### src/ubb_regs.svh
`ifndef UBB_REGS_SVH
`define UBB_REGS_SVH

// Record codes leading each five-byte board bus record
`define UBB_CODE_ADDR        8'h00
`define UBB_CODE_DATA        8'h01
// Record layout: one code byte, then four payload bytes
`define UBB_REC_LAST         3'h4
`define UBB_WORD_BYTES       2'h3
// Vendor request codes
`define UBB_VR_NULL_A        8'hC0
`define UBB_VR_TWOWIRE_SLOW  8'hAA
`define UBB_VR_TWOWIRE_FAST  8'hAB
`define UBB_VR_RERUN_BOOT    8'hAD
`define UBB_VR_FW_ERASE      8'hAE
`define UBB_VR_FW_BYTE       8'hB0
`define UBB_VR_FW_SECTOR     8'hB1
`define UBB_VR_FW_VERSION    8'hB2
`define UBB_VR_TARGET_QUERY  8'hB4
`define UBB_VR_NULL_B        8'hB6
`define UBB_VR_RD_BUF_SIZE   8'hBB
`define UBB_VR_SELECT        8'hBD
`define UBB_VR_FINISH        8'hBE
// Answer bytes for status requests
`define UBB_RESP_YES         8'h01
`define UBB_RESP_NO          8'h00
// Reset values
`define UBB_ADDR_RESET       32'h0000_0000
// Timing: clock period and least width of the program-clear pulse
`define UBB_CLK_NS           50
`define UBB_CLEAR_NS         500
`define UBB_CLEAR_CYC        ((`UBB_CLEAR_NS + `UBB_CLK_NS - 1) / `UBB_CLK_NS)

`endif

### src/ubb_pkg.sv
package ubb_pkg;

	// Sequencer states, one-hot
	typedef enum logic [3:0] {
		UBB_IDLE  = 4'b0001,
		UBB_WRITE = 4'b0010,
		UBB_READ  = 4'b0100,
		UBB_SEND  = 4'b1000
	} ubb_fsm_type;

endpackage

### src/ubb_bridge.sv
// Notes on behaviour
// - Record starts with code: 00 address, 01 data
// - Address record loads transaction address register
// - Payload bytes travel least significant first
// - Data record writes word, then address increments
// - Read returns words, address advances by count/4
// - One address pointer for reads and writes
// - Select pulses clear line, routes config bus
// - Selected target turns bulk into config stream
// - Each config byte driven, strobe pulsed once
// - Byte bits map straight, no reversal
// - Finish request deselects, reports done status
// - Without hold, targets start as stream directs
// - Rerun-boot request restarts power-on configuration
// - Requests choose slow or fast two-wire rate
// - Firmware erase, byte write, sector, version
// - Query reports whether selected target configured
// - Two null requests accepted, do nothing
// - Bridge alone initiates board bus transactions
// - Setting holds targets until all configured
// - Error code captured after each transaction
`timescale 1ns/1ps
`include "ubb_regs.svh"

module ubb_bridge
	import ubb_pkg::*;
#(
	parameter int NT = 16,	// Number of target FPGAs
	parameter int RW = 16	// Width of bulk read byte count
) (
	input  wire logic          ref_clk_i,
	input  wire logic          srst_i,
	// Vendor requests
	input  wire logic          vreq_valid_i,
	input  wire logic [7:0]    vreq_code_i,
	input  wire logic [15:0]   vreq_value_i,
	output logic               vreq_ready_o,
	output logic               vreq_ack_o,
	output logic [7:0]         vreq_resp_o,
	// Bulk write byte stream
	input  wire logic          bulk_valid_i,
	input  wire logic [7:0]    bulk_data_i,
	output logic               bulk_ready_o,
	// Bulk read request and returned bytes
	input  wire logic          rd_req_valid_i,
	input  wire logic [RW-1:0] rd_req_size_i,
	output logic               rd_req_ready_o,
	output logic               rd_byte_valid_o,
	output logic [7:0]         rd_byte_o,
	output logic               rd_done_o,
	// Board bus master
	output logic               bb_req_o,
	output logic               bb_we_o,
	output logic [31:0]        bb_addr_o,
	output logic [31:0]        bb_wdata_o,
	input  wire logic          bb_ack_i,
	input  wire logic [31:0]   bb_rdata_i,
	input  wire logic [7:0]    bb_err_i,
	output logic [7:0]         bb_error_o,
	// Configuration bus
	output logic [NT-1:0]      config_clear_line_o,
	output logic [NT-1:0]      cfg_select_o,
	output logic [7:0]         cfg_data_o,
	output logic               config_byte_strobe_o,
	input  wire logic [NT-1:0] cfg_done_i,
	input  wire logic          hold_until_all_setting_i,
	output logic               hold_until_all_configured_o,
	// Board control strobes and levels
	output logic               rerun_boot_o,
	output logic               twowire_fast_o,
	output logic               firmware_erase_o,
	output logic               firmware_byte_write_o,
	output logic               firmware_sector_erase_o,
	output logic               firmware_version_o,
	output logic [15:0]        read_buffer_size_o
);

	// All state of the bridge
	typedef struct packed {
		ubb_fsm_type   fsm;        // Sequencer state
		logic [31:0]   addr;       // Shared transaction address
		logic [2:0]    rec_cnt;    // Byte position in a record
		logic [7:0]    rec_code;   // Code byte of current record
		logic [31:0]   rec_word;   // Payload being assembled
		logic          bb_req;     // Board bus request
		logic          bb_we;      // Board bus write flag
		logic [31:0]   bb_addr;    // Board bus address
		logic [31:0]   bb_wdata;   // Board bus write data
		logic [7:0]    bb_error;   // Last captured error code
		logic [31:0]   rd_word;    // Word being sent to host
		logic [1:0]    rd_idx;     // Byte index within rd_word
		logic [RW-3:0] words_left; // Words still to read
		logic          rd_valid;   // Read byte valid
		logic [7:0]    rd_byte;    // Read byte
		logic          rd_done;    // Read finished pulse
		logic          rd_ready;   // Read request ready
		logic          bulk_ready; // Bulk byte ready
		logic          vreq_ready; // Vendor request ready
		logic          vreq_ack;   // Vendor request answer pulse
		logic [7:0]    vreq_resp;  // Vendor request answer
		logic [NT-1:0] target;     // Selected target, one-hot
		logic          cfg_mode;   // Bulk carries config stream
		logic [NT-1:0] clear;      // Program-clear lines
		logic [7:0]    clear_cnt;  // Clear pulse cycles left
		logic [7:0]    cfg_data;   // Config data bus
		logic          cfg_strobe; // Config byte strobe
		logic          hold;       // Hold targets in reset
		logic          rerun;      // Rerun boot pulse
		logic          tw_fast;    // Two-wire fast rate
		logic          fw_erase;   // Firmware erase pulse
		logic          fw_byte;    // Firmware byte write pulse
		logic          fw_sector;  // Firmware sector erase pulse
		logic          fw_version; // Firmware version pulse
		logic [15:0]   rd_buf;     // Read buffer size setting
	} ubb_state_type;

	localparam logic [7:0] CLEAR_CYC = 8'(`UBB_CLEAR_CYC);

	ubb_state_type s;       // Registered state
	ubb_state_type next_s;  // Next state
	logic          bulk_take;  // Bulk byte taken this cycle
	logic          vreq_take;  // Vendor request taken this cycle
	logic          rd_take;    // Read request taken this cycle
	logic [7:0]    vbyte;      // Low byte of request value

	// Picks byte n of a word, least significant first
	function automatic logic [7:0] word_byte(input logic [31:0] w,
		input logic [1:0] n);
		word_byte = w[8*n +: 8];
	endfunction
	// Is the currently selected target configured
	function automatic logic [7:0] done_answer(input logic [NT-1:0] t,
		input logic [NT-1:0] d);
		done_answer = (|(t & d)) ? `UBB_RESP_YES : `UBB_RESP_NO;
	endfunction
	assign bulk_take = bulk_valid_i && s.bulk_ready;
	assign vreq_take = vreq_valid_i && s.vreq_ready;
	assign rd_take   = rd_req_valid_i && s.rd_ready;
	assign vbyte     = vreq_value_i[7:0];

	// Next-state logic
	always_comb begin
		next_s = s;
		next_s.vreq_ack   = 1'b0;
		next_s.rd_done    = 1'b0;
		next_s.rd_valid   = 1'b0;
		next_s.cfg_strobe = 1'b0;
		next_s.rerun      = 1'b0;
		next_s.fw_erase   = 1'b0;
		next_s.fw_byte    = 1'b0;
		next_s.fw_sector  = 1'b0;
		next_s.fw_version = 1'b0;
		// Hold targets only while the setting asks and some are unready
		next_s.hold = hold_until_all_setting_i && !(&cfg_done_i);
		// Program-clear pulse timing
		if (s.clear_cnt != 8'h00) begin
			next_s.clear_cnt = s.clear_cnt - 8'h01;
		end else begin
			next_s.clear = '0;
		end
		unique case (s.fsm)
			UBB_IDLE: begin
				if (bulk_take && s.cfg_mode) begin
					// Stream byte to the target, bits in place
					next_s.cfg_data   = bulk_data_i;
					next_s.cfg_strobe = 1'b1;
				end else if (bulk_take) begin
					next_s.rec_cnt = s.rec_cnt + 3'h1;
					if (s.rec_cnt == 3'h0) begin
						next_s.rec_code = bulk_data_i;
					end else begin
						// Shift in from the top: first byte lands lowest
						next_s.rec_word = {bulk_data_i, s.rec_word[31:8]};
					end
					if (s.rec_cnt == `UBB_REC_LAST) begin
						next_s.rec_cnt = 3'h0;
						if (s.rec_code == `UBB_CODE_ADDR) begin
							next_s.addr = {bulk_data_i, s.rec_word[31:8]};
						end else if (s.rec_code == `UBB_CODE_DATA) begin
							// Bridge starts the write itself
							next_s.fsm      = UBB_WRITE;
							next_s.bb_req   = 1'b1;
							next_s.bb_we    = 1'b1;
							next_s.bb_addr  = s.addr;
							next_s.bb_wdata = {bulk_data_i, s.rec_word[31:8]};
						end
					end
				end else if (rd_take) begin
					next_s.words_left = rd_req_size_i[RW-1:2];
					if (rd_req_size_i[RW-1:2] == '0) begin
						next_s.rd_done = 1'b1;
					end else begin
						next_s.fsm     = UBB_READ;
						next_s.bb_req  = 1'b1;
						next_s.bb_we   = 1'b0;
						next_s.bb_addr = s.addr;
					end
				end else if (vreq_take) begin
					next_s.vreq_ack  = 1'b1;
					next_s.vreq_resp = `UBB_RESP_NO;
					unique case (vreq_code_i)
						`UBB_VR_SELECT: begin
							// One-based target number
							if (vbyte != 8'h00 && 32'(vbyte) <= NT) begin
								next_s.target    = NT'(1) << (vbyte - 8'h01);
								next_s.clear     = NT'(1) << (vbyte - 8'h01);
								next_s.clear_cnt = CLEAR_CYC;
								next_s.cfg_mode  = 1'b1;
								next_s.rec_cnt   = 3'h0;
							end
						end
						`UBB_VR_FINISH: begin
							next_s.vreq_resp = done_answer(s.target, cfg_done_i);
							next_s.target    = '0;
							next_s.cfg_mode  = 1'b0;
						end
						`UBB_VR_TARGET_QUERY:
							next_s.vreq_resp = done_answer(s.target, cfg_done_i);
						`UBB_VR_RERUN_BOOT:   next_s.rerun      = 1'b1;
						`UBB_VR_TWOWIRE_SLOW: next_s.tw_fast    = 1'b0;
						`UBB_VR_TWOWIRE_FAST: next_s.tw_fast    = 1'b1;
						`UBB_VR_FW_ERASE:     next_s.fw_erase   = 1'b1;
						`UBB_VR_FW_BYTE:      next_s.fw_byte    = 1'b1;
						`UBB_VR_FW_SECTOR:    next_s.fw_sector  = 1'b1;
						`UBB_VR_FW_VERSION:   next_s.fw_version = 1'b1;
						`UBB_VR_RD_BUF_SIZE:  next_s.rd_buf     = vreq_value_i;
						// Null requests: answered, nothing else
						default: next_s.vreq_resp = `UBB_RESP_NO;
					endcase
				end
			end
			UBB_WRITE: begin
				if (bb_ack_i) begin
					// Wraps to zero past the top
					next_s.addr     = s.addr + 32'h1;
					next_s.bb_error = bb_err_i;
					next_s.bb_req   = 1'b0;
					next_s.fsm      = UBB_IDLE;
				end
			end
			UBB_READ: begin
				if (bb_ack_i) begin
					next_s.bb_error = bb_err_i;
					next_s.bb_req   = 1'b0;
					next_s.rd_word  = bb_rdata_i;
					next_s.rd_idx   = 2'h0;
					next_s.fsm      = UBB_SEND;
				end
			end
			UBB_SEND: begin
				// Bytes leave least significant first
				next_s.rd_valid = 1'b1;
				next_s.rd_byte  = word_byte(s.rd_word, s.rd_idx);
				next_s.rd_idx   = s.rd_idx + 2'h1;
				if (s.rd_idx == `UBB_WORD_BYTES) begin
					// Per-word step sums to count/4 by the end
					next_s.addr       = s.addr + 32'h1;
					next_s.words_left = s.words_left - 1'b1;
					if (s.words_left == 1) begin
						next_s.rd_done = 1'b1;
						next_s.fsm     = UBB_IDLE;
					end else begin
						next_s.fsm     = UBB_READ;
						next_s.bb_req  = 1'b1;
						next_s.bb_addr = s.addr + 32'h1;
					end
				end
			end
		endcase
		// Readiness: bulk before reads before vendor requests
		next_s.bulk_ready = (next_s.fsm == UBB_IDLE) && !next_s.cfg_strobe
			&& !(bulk_take && s.rec_cnt == `UBB_REC_LAST && !s.cfg_mode);
		next_s.rd_ready   = (next_s.fsm == UBB_IDLE) && !next_s.cfg_mode
			&& !bulk_valid_i && !next_s.rd_done;
		next_s.vreq_ready = (next_s.fsm == UBB_IDLE) && !bulk_valid_i
			&& !rd_req_valid_i && !next_s.vreq_ack;
	end

	// State register
	always_ff @(posedge ref_clk_i) begin
		if (srst_i) begin
			s          <= '0;
			s.fsm      <= UBB_IDLE;
			s.addr     <= `UBB_ADDR_RESET;
		end else begin
			s <= next_s;
		end
	end

	// Outputs straight from the state
	assign vreq_ready_o                = s.vreq_ready;
	assign vreq_ack_o                  = s.vreq_ack;
	assign vreq_resp_o                 = s.vreq_resp;
	assign bulk_ready_o                = s.bulk_ready;
	assign rd_req_ready_o              = s.rd_ready;
	assign rd_byte_valid_o             = s.rd_valid;
	assign rd_byte_o                   = s.rd_byte;
	assign rd_done_o                   = s.rd_done;
	assign bb_req_o                    = s.bb_req;
	assign bb_we_o                     = s.bb_we;
	assign bb_addr_o                   = s.bb_addr;
	assign bb_wdata_o                  = s.bb_wdata;
	assign bb_error_o                  = s.bb_error;
	assign config_clear_line_o         = s.clear;
	assign cfg_select_o                = s.target;
	assign cfg_data_o                  = s.cfg_data;
	assign config_byte_strobe_o        = s.cfg_strobe;
	assign hold_until_all_configured_o = s.hold;
	assign rerun_boot_o                = s.rerun;
	assign twowire_fast_o              = s.tw_fast;
	assign firmware_erase_o            = s.fw_erase;
	assign firmware_byte_write_o       = s.fw_byte;
	assign firmware_sector_erase_o     = s.fw_sector;
	assign firmware_version_o          = s.fw_version;
	assign read_buffer_size_o          = s.rd_buf;
endmodule

### config.mk
export PLATFORM = sky130hd
export DESIGN_NAME = ubb_bridge
export DESIGN_NICKNAME = d
export VERILOG_FILES = /design/src/ubb_pkg.sv /design/src/ubb_bridge.sv
export VERILOG_INCLUDE_DIRS = /design/src
export SDC_FILE = /design/constraint.sdc
export NUM_CORES = 1
export LEC_CHECK = 0
export ABC_AREA = 1
export BUFFER_PORTS_ARGS = -buffer_cell sky130_fd_sc_hd__buf_2
export CAP_MARGIN = 25
export CORE_UTILIZATION = 45
export CTS_CLUSTER_DIAMETER = 150
export DETAILED_ROUTE_END_ITERATION = 10
export MAX_ROUTING_LAYER = met4
export PLACE_DENSITY_LB_ADDON = 0.2
export SYNTH_ARGS = -nofsm -noshare
export SYNTH_HDL_FRONTEND = slang
export SYNTH_SLANG_ARGS = --single-unit
### constraint.sdc
create_clock -name ref_clk_i -period 1.7 [get_ports ref_clk_i]
set_input_delay 0.34 -clock ref_clk_i [delete_from_list [all_inputs] [get_ports ref_clk_i]]
set_output_delay 0.34 -clock ref_clk_i [all_outputs]
set_load 0.01 [all_outputs]
* Word level (Yosys, flattened, before mapping)
Cells that the tools add are included.
** Word-level totals
- Bits in registers :: 296
- Output and inout bits :: 160
- Input bits :: 111
** Cells by class
- Add/subtract/negate cells :: 6
- Eq/ne operators :: 42
- Magnitude comparators :: 1
- Reductions and logical operators :: 62
- Mux-type cells :: 73
- Bitwise logic cells :: 8
- Shifts and indexed selects :: 2
** Operators with widths (number)
- 2-to-1 mux 50 bit :: 4
- 2-to-1 mux 66 bit :: 3
- 2-to-1 mux 32 bit :: 6
- 2-to-1 mux 145 bit :: 1
- 2-to-1 mux 34 bit :: 3
- one-hot mux 32 bit (3 select lines) :: 1
- == test 8 bit, second input constant :: 11
- 2-to-1 mux 36 bit :: 2
- one-hot mux 32 bit (2 select lines) :: 1
- 2-to-1 mux 59 bit :: 1
- 2-to-1 mux 14 bit :: 4
- 2-to-1 mux 42 bit :: 1
- 2-to-1 mux 41 bit :: 1
- 2-to-1 mux 40 bit :: 1
- 2-to-1 mux 39 bit :: 1
- one-hot mux 17 bit (2 select lines) :: 1
- adder 32 x 1 -> 32 bit, second input constant :: 1
- indexed part select 32 x 6 -> 8 bit :: 1
- != test 2 bit, second input constant :: 14
- one-hot mux 14 bit (2 select lines) :: 1
- 2-to-1 mux 24 bit :: 1
- 2-to-1 mux 4 bit :: 6
- 2-to-1 mux 8 bit :: 3
- AND reduction 6 bit :: 4
- 45 further kinds :: 121

* Depth between registers and ports, before layout
- Depth in word-level cells :: 13
- Gate-level depth with buffers :: 14
- Mapped depth without buffers :: 14

* Worst setup path after synthesis
OpenSTA, ideal clock, no wires.
- Path kind :: reg2reg
- From :: register s[260] (netlist bit)
- To :: register s, in the netlist bb_addr_o[20]
- Required time :: 1.584 ns
- Path slack :: -0.143 ns
- Stages on the path, launching flop included :: 13
- Arrival :: 1.727 ns
- Library setup time :: 0.116 ns
- Buffers on the path :: 0
- Period minus slack after synthesis :: 1.843 ns
- Path through :: dfxtp_1 ha_1 nand4_1 nor2_1 nand2_1 nor2_1 nand2_1 nor2_1 nand3_1 nand3_1 nand2_1 nor2_1 nor2_1
** On the way
- Cells in the longest elaborated chain, start to end :: 4
** Ends and longest elaborated chain
- start: declaration :: line ubb_bridge.sv:119 : ubb_state_type s;
- start signal: assignment :: line ubb_bridge.sv:286 : s <= next_s;
- adder 32 x 1 -> 32 bit :: line ubb_bridge.sv:265 : next_s.bb_addr = s.addr + 32'h1;
- 2-to-1 mux 32 bit :: line ubb_bridge.sv:259 : if (s.words_left == 1) begin
- 2-to-1 mux 32 bit :: line ubb_bridge.sv:255 : if (s.rd_idx == `UBB_WORD_BYTES) begin
- one-hot mux 32 bit (2 select lines) :: line ubb_bridge.sv:161 : unique case (s.fsm)
Every way passes these cells. The select of a mux whose other input is x is not followed.
A chain may end at the register's enable or synchronous reset.

* Worst setup path in the final report
- From :: register s[260] (netlist bit)
- To :: register s, in the netlist bb_addr_o[25]
Same word-level chain as after synthesis.

==> results by group <==
Timing
  • Maximum clock rate: 526 MHz
  • Final worst slack: -0.200 ns
  • Fin crit share: 112%
  • Skew final: 0.0175 ns
  • Worst Tran Pin Value: 0.510 ns
  • Final min period: 1.90 ns
  • Slew Limit Fails: 0
  • RSZ-0062 raised after global routing: yes
  • Endpoints failing setup: 157
  • Slew headroom: 66.0%
  • Endpoints failing hold: 0
  • Setup TNS: -13.79 ns

Yosys
  • Gate Count Post-Synth: 1954
  • Synth unique cells: 50
  • Ys Warns: 0
  • Ys flop type: dfxtp_1
  • Seq cells post-synth: 281
  • Average cell area after synthesis: 7.19 um^2
  • Sequential-to-total area share from yosys stat: 40.0%
  • Cell area after synthesis: 14100 um^2
  • Async S/R FF share, synth: 0%
  • Post-synth EDFFs: 0

Floorplan
  • Initial Util: 45.8%
  • Core Region: 30700 um^2
  • # rows: 64
  • Die W: 179 um
  • Die area: 31900 um^2
  • Die height: 179 um
  • Io pins: 271

Routing
  • ANT nets after route: 0
  • Initial DRT Pass Iterations: 5
  • DR iter-0 viols: 1118
  • Via count: 14637
  • DRC Markers: 0
  • Wirelength per Cell: 16.6 um
  • Drt total wl: 46200 um
  • Via density: 5.27

Placement
  • Port Buffer Count: 261
  • Final GP Congestion: 0.991
  • Dpl hpwl: 30100 um
  • Total placed cells including tap cells: 2630

Critical path
  • Critical Path RT: 2.20 ns
  • Crit Path Category: reg2reg
  • Setup crit start kind: register
  • WP data arrival: 2.40 ns
  • Crit. End Element: register
  • Worst Path Max Fanout: 4

Global route
  • Vias in the first global route: 13385
  • Largest net degree at the start of global routing: 52
  • Global-route wire length before repair: 69200 um
  • Overflow after GRT: 0
  • Antenna violations before repair: 0
  • All-layer global routing usage: 27.8%

Clock network
  • CTS Root Cell: clkbuf_16
  • Clock transition at the registers of the reported paths: 0.06 ns
  • CTS Buf Count: 31
  • CTS sink count: 281
  • CTS tree: yes
  • Clk buf depth: 3
  • CTS HTree Levels: 1
  • Later-pin clock latency in the skew report: 0.58 ns

Finish
  • Antenna diodes: 0
  • Fillers: 2611
  • Nets@finish: 2479
  • Layout cell share with drive strength beyond 1: 40.1%
  • Area grow syn2layout: 43.2%
  • Non-Filler Instances: 2779

Pwr
  • LEAKAGE: 8.90 nW
  • PwrDens: 1030 nW/um^2
  • Maximum vdd drop: 0.000769 V
  • Tot Pwr: 20.8 mW

Flow run
  • Max Cap Viol: 0

Hold path
  • Hold WC Path Type: in2reg

Outcome
  • Violated checks: setup timing
  • Status: finished with violations
-- per-stage QoR --
stage | utilization (%) | hold WS (ns) | worst slack [ns] | cell area, um^2
floorplan | - | 0.417 | 0.00123 | 14100
global placement | 53.8 | 0.426 | -0.291 | 16500
detailed placement | 53.8 | 0.431 | -0.331 | 16500
CTS | 62.3 | 0.00231 | -0.178 | 19100
global route | 65.6 | 0.0136 | -0.301 | 20100
finish | 65.6 | 0.0245 | -0.200 | 20100
-- logic make-up after synthesis --
logic type               after synthesis  synth area share (%)
XOR/XNOR                              35                  2.18
buffers and inverters                432                  16.2
other                                  1                0.0267
flip-flops                           281                  40.0
AO/OA/AOI/OAI                        543                  20.5
adder cells (fa/ha/maj)               10                 0.890
AND/OR/NAND/NOR                      652                  20.2
-- layout make-up --
class | instances | area, um^2 | share of cell area [%]
clock buffers | 38 | 842 | 4.18
clock inverters | 20 | 218 | 1.08
inverters | 190 | 762 | 3.79
multi-input cells | 1248 | 7420 | 36.9
flip-flops and latches | 281 | 5660 | 28.1
well taps | 396 | 495 | 2.46
repair buffers | 605 | 4720 | 23.5
repair inverters | 1 | 6.26 | 0.0311
-- cells in the mapped netlist, drive strengths merged, types with 2 or more instances --
master,count,area (um^2)
clkinv,2,7.51
inv,188,711
nand4,20,125
a221oi,6,52.6
nand2,271,1030
xor2,25,219
a22oi,2,15.0
nor3,28,183
nor2,227,897
o21a,3,22.5
o211ai,17,128
clkbuf,62,233
a31oi,3,18.8
dfxtp,281,5630
buf,180,1320
nor4,8,65.1
a21o,2,15.0
nand3,84,440
or2,8,50.1
nand3b,3,26.3
nor3b,2,15.0
o21ai,244,1220
a21oi,230,1150
o31ai,2,15.0
ha,10,125
xnor2,10,87.6
a211oi,11,87.6
o22ai,20,125
-- power by group --
part           total, mW  leakage, nW  internal (mW)  switching (mW)
clock network       6.96        0.523           4.02            2.95
logic               6.21         6.08           2.90            3.31
registers           7.63         2.29           7.16           0.469
-- per-layer routing --
layer  vias up  global-route usage [%]  share of wire, %  wire (um)
met5         -                       -                 0          0
met2       510                    42.7                46      21200
li1       7150                       -                 -          -
met3        81                    3.63               6.2       2840
met1      6896                    38.6                46      21100
met4         0                    6.67               2.4       1090
-- worst max-delay path, cell delays in order (launching register included) --
cell	delay (ns)
dfxtp_4	0.36
buf_6	0.10
buf_6	0.09
nand3_4	0.11
nor2_4	0.14
nand2_4	0.07
nor2_4	0.19
nand3_1	0.11
xor2_1	0.17
o21ai_1	0.16
buf_4	0.15
nand2_1	0.05
a21oi_1	0.14
-- state kept, by name, summed over array words and instances, names as in the netlist, 8 cells and up --
| name | cells |
|---|---|
| cfg_data_o | 8 |
| s | 128 |
| bb_addr_o | 32 |
| bb_error_o | 8 |
| cfg_select_o | 16 |
| config_clear_line_o | 16 |
| bb_wdata_o | 32 |
| rd_byte_o | 8 |
| read_buffer_size_o | 16 |
-- worst paths after layout --
| kind | startpoint | endpoint | slack, ns | cells past startpoint |
|---|---|---|---|---|
| worst max-delay path | s[260]$_SDFFE_PP0P_ | bb_addr_o[25]$_SDFFE_PP0P_ | -0.20 | 12 |
| worst max register to register | s[260]$_SDFFE_PP0P_ | bb_addr_o[25]$_SDFFE_PP0P_ | -0.20 | 12 |
| worst min register to register | read_buffer_size_o[12]$_SDFFE_PP0P_ | read_buffer_size_o[12]$_SDFFE_PP0P_ | 0.44 | 2 |
| worst min-delay path | bb_err_i[5] | bb_error_o[5]$_SDFFE_PP0P_ | 0.02 | 3 |
-- repair_timing --
item | CTS | global route
pin swaps | 56 | 60
resized for setup | 272 | 224
buffers inserted | 58 | 18
hold buffers | 8 | 0
setup endpoints to repair | 198 | 245
hold endpoints to repair | 8 | 0
gates cloned | 16 | 8
-- cell usage in the layout, fill, tap and decap left out, types with 30 or more instances in the layout --
master	count
a21oi_1	187
a21oi_2	30
buf_2	262
buf_4	256
buf_6	30
clkbuf_16	37
dfxtp_1	256
inv_1	162
nand2_1	223
nand3_1	75
nor2_1	172
o21ai_0	131
o21ai_1	65
o21ai_2	46
Power figures use the tool's default switching activity.
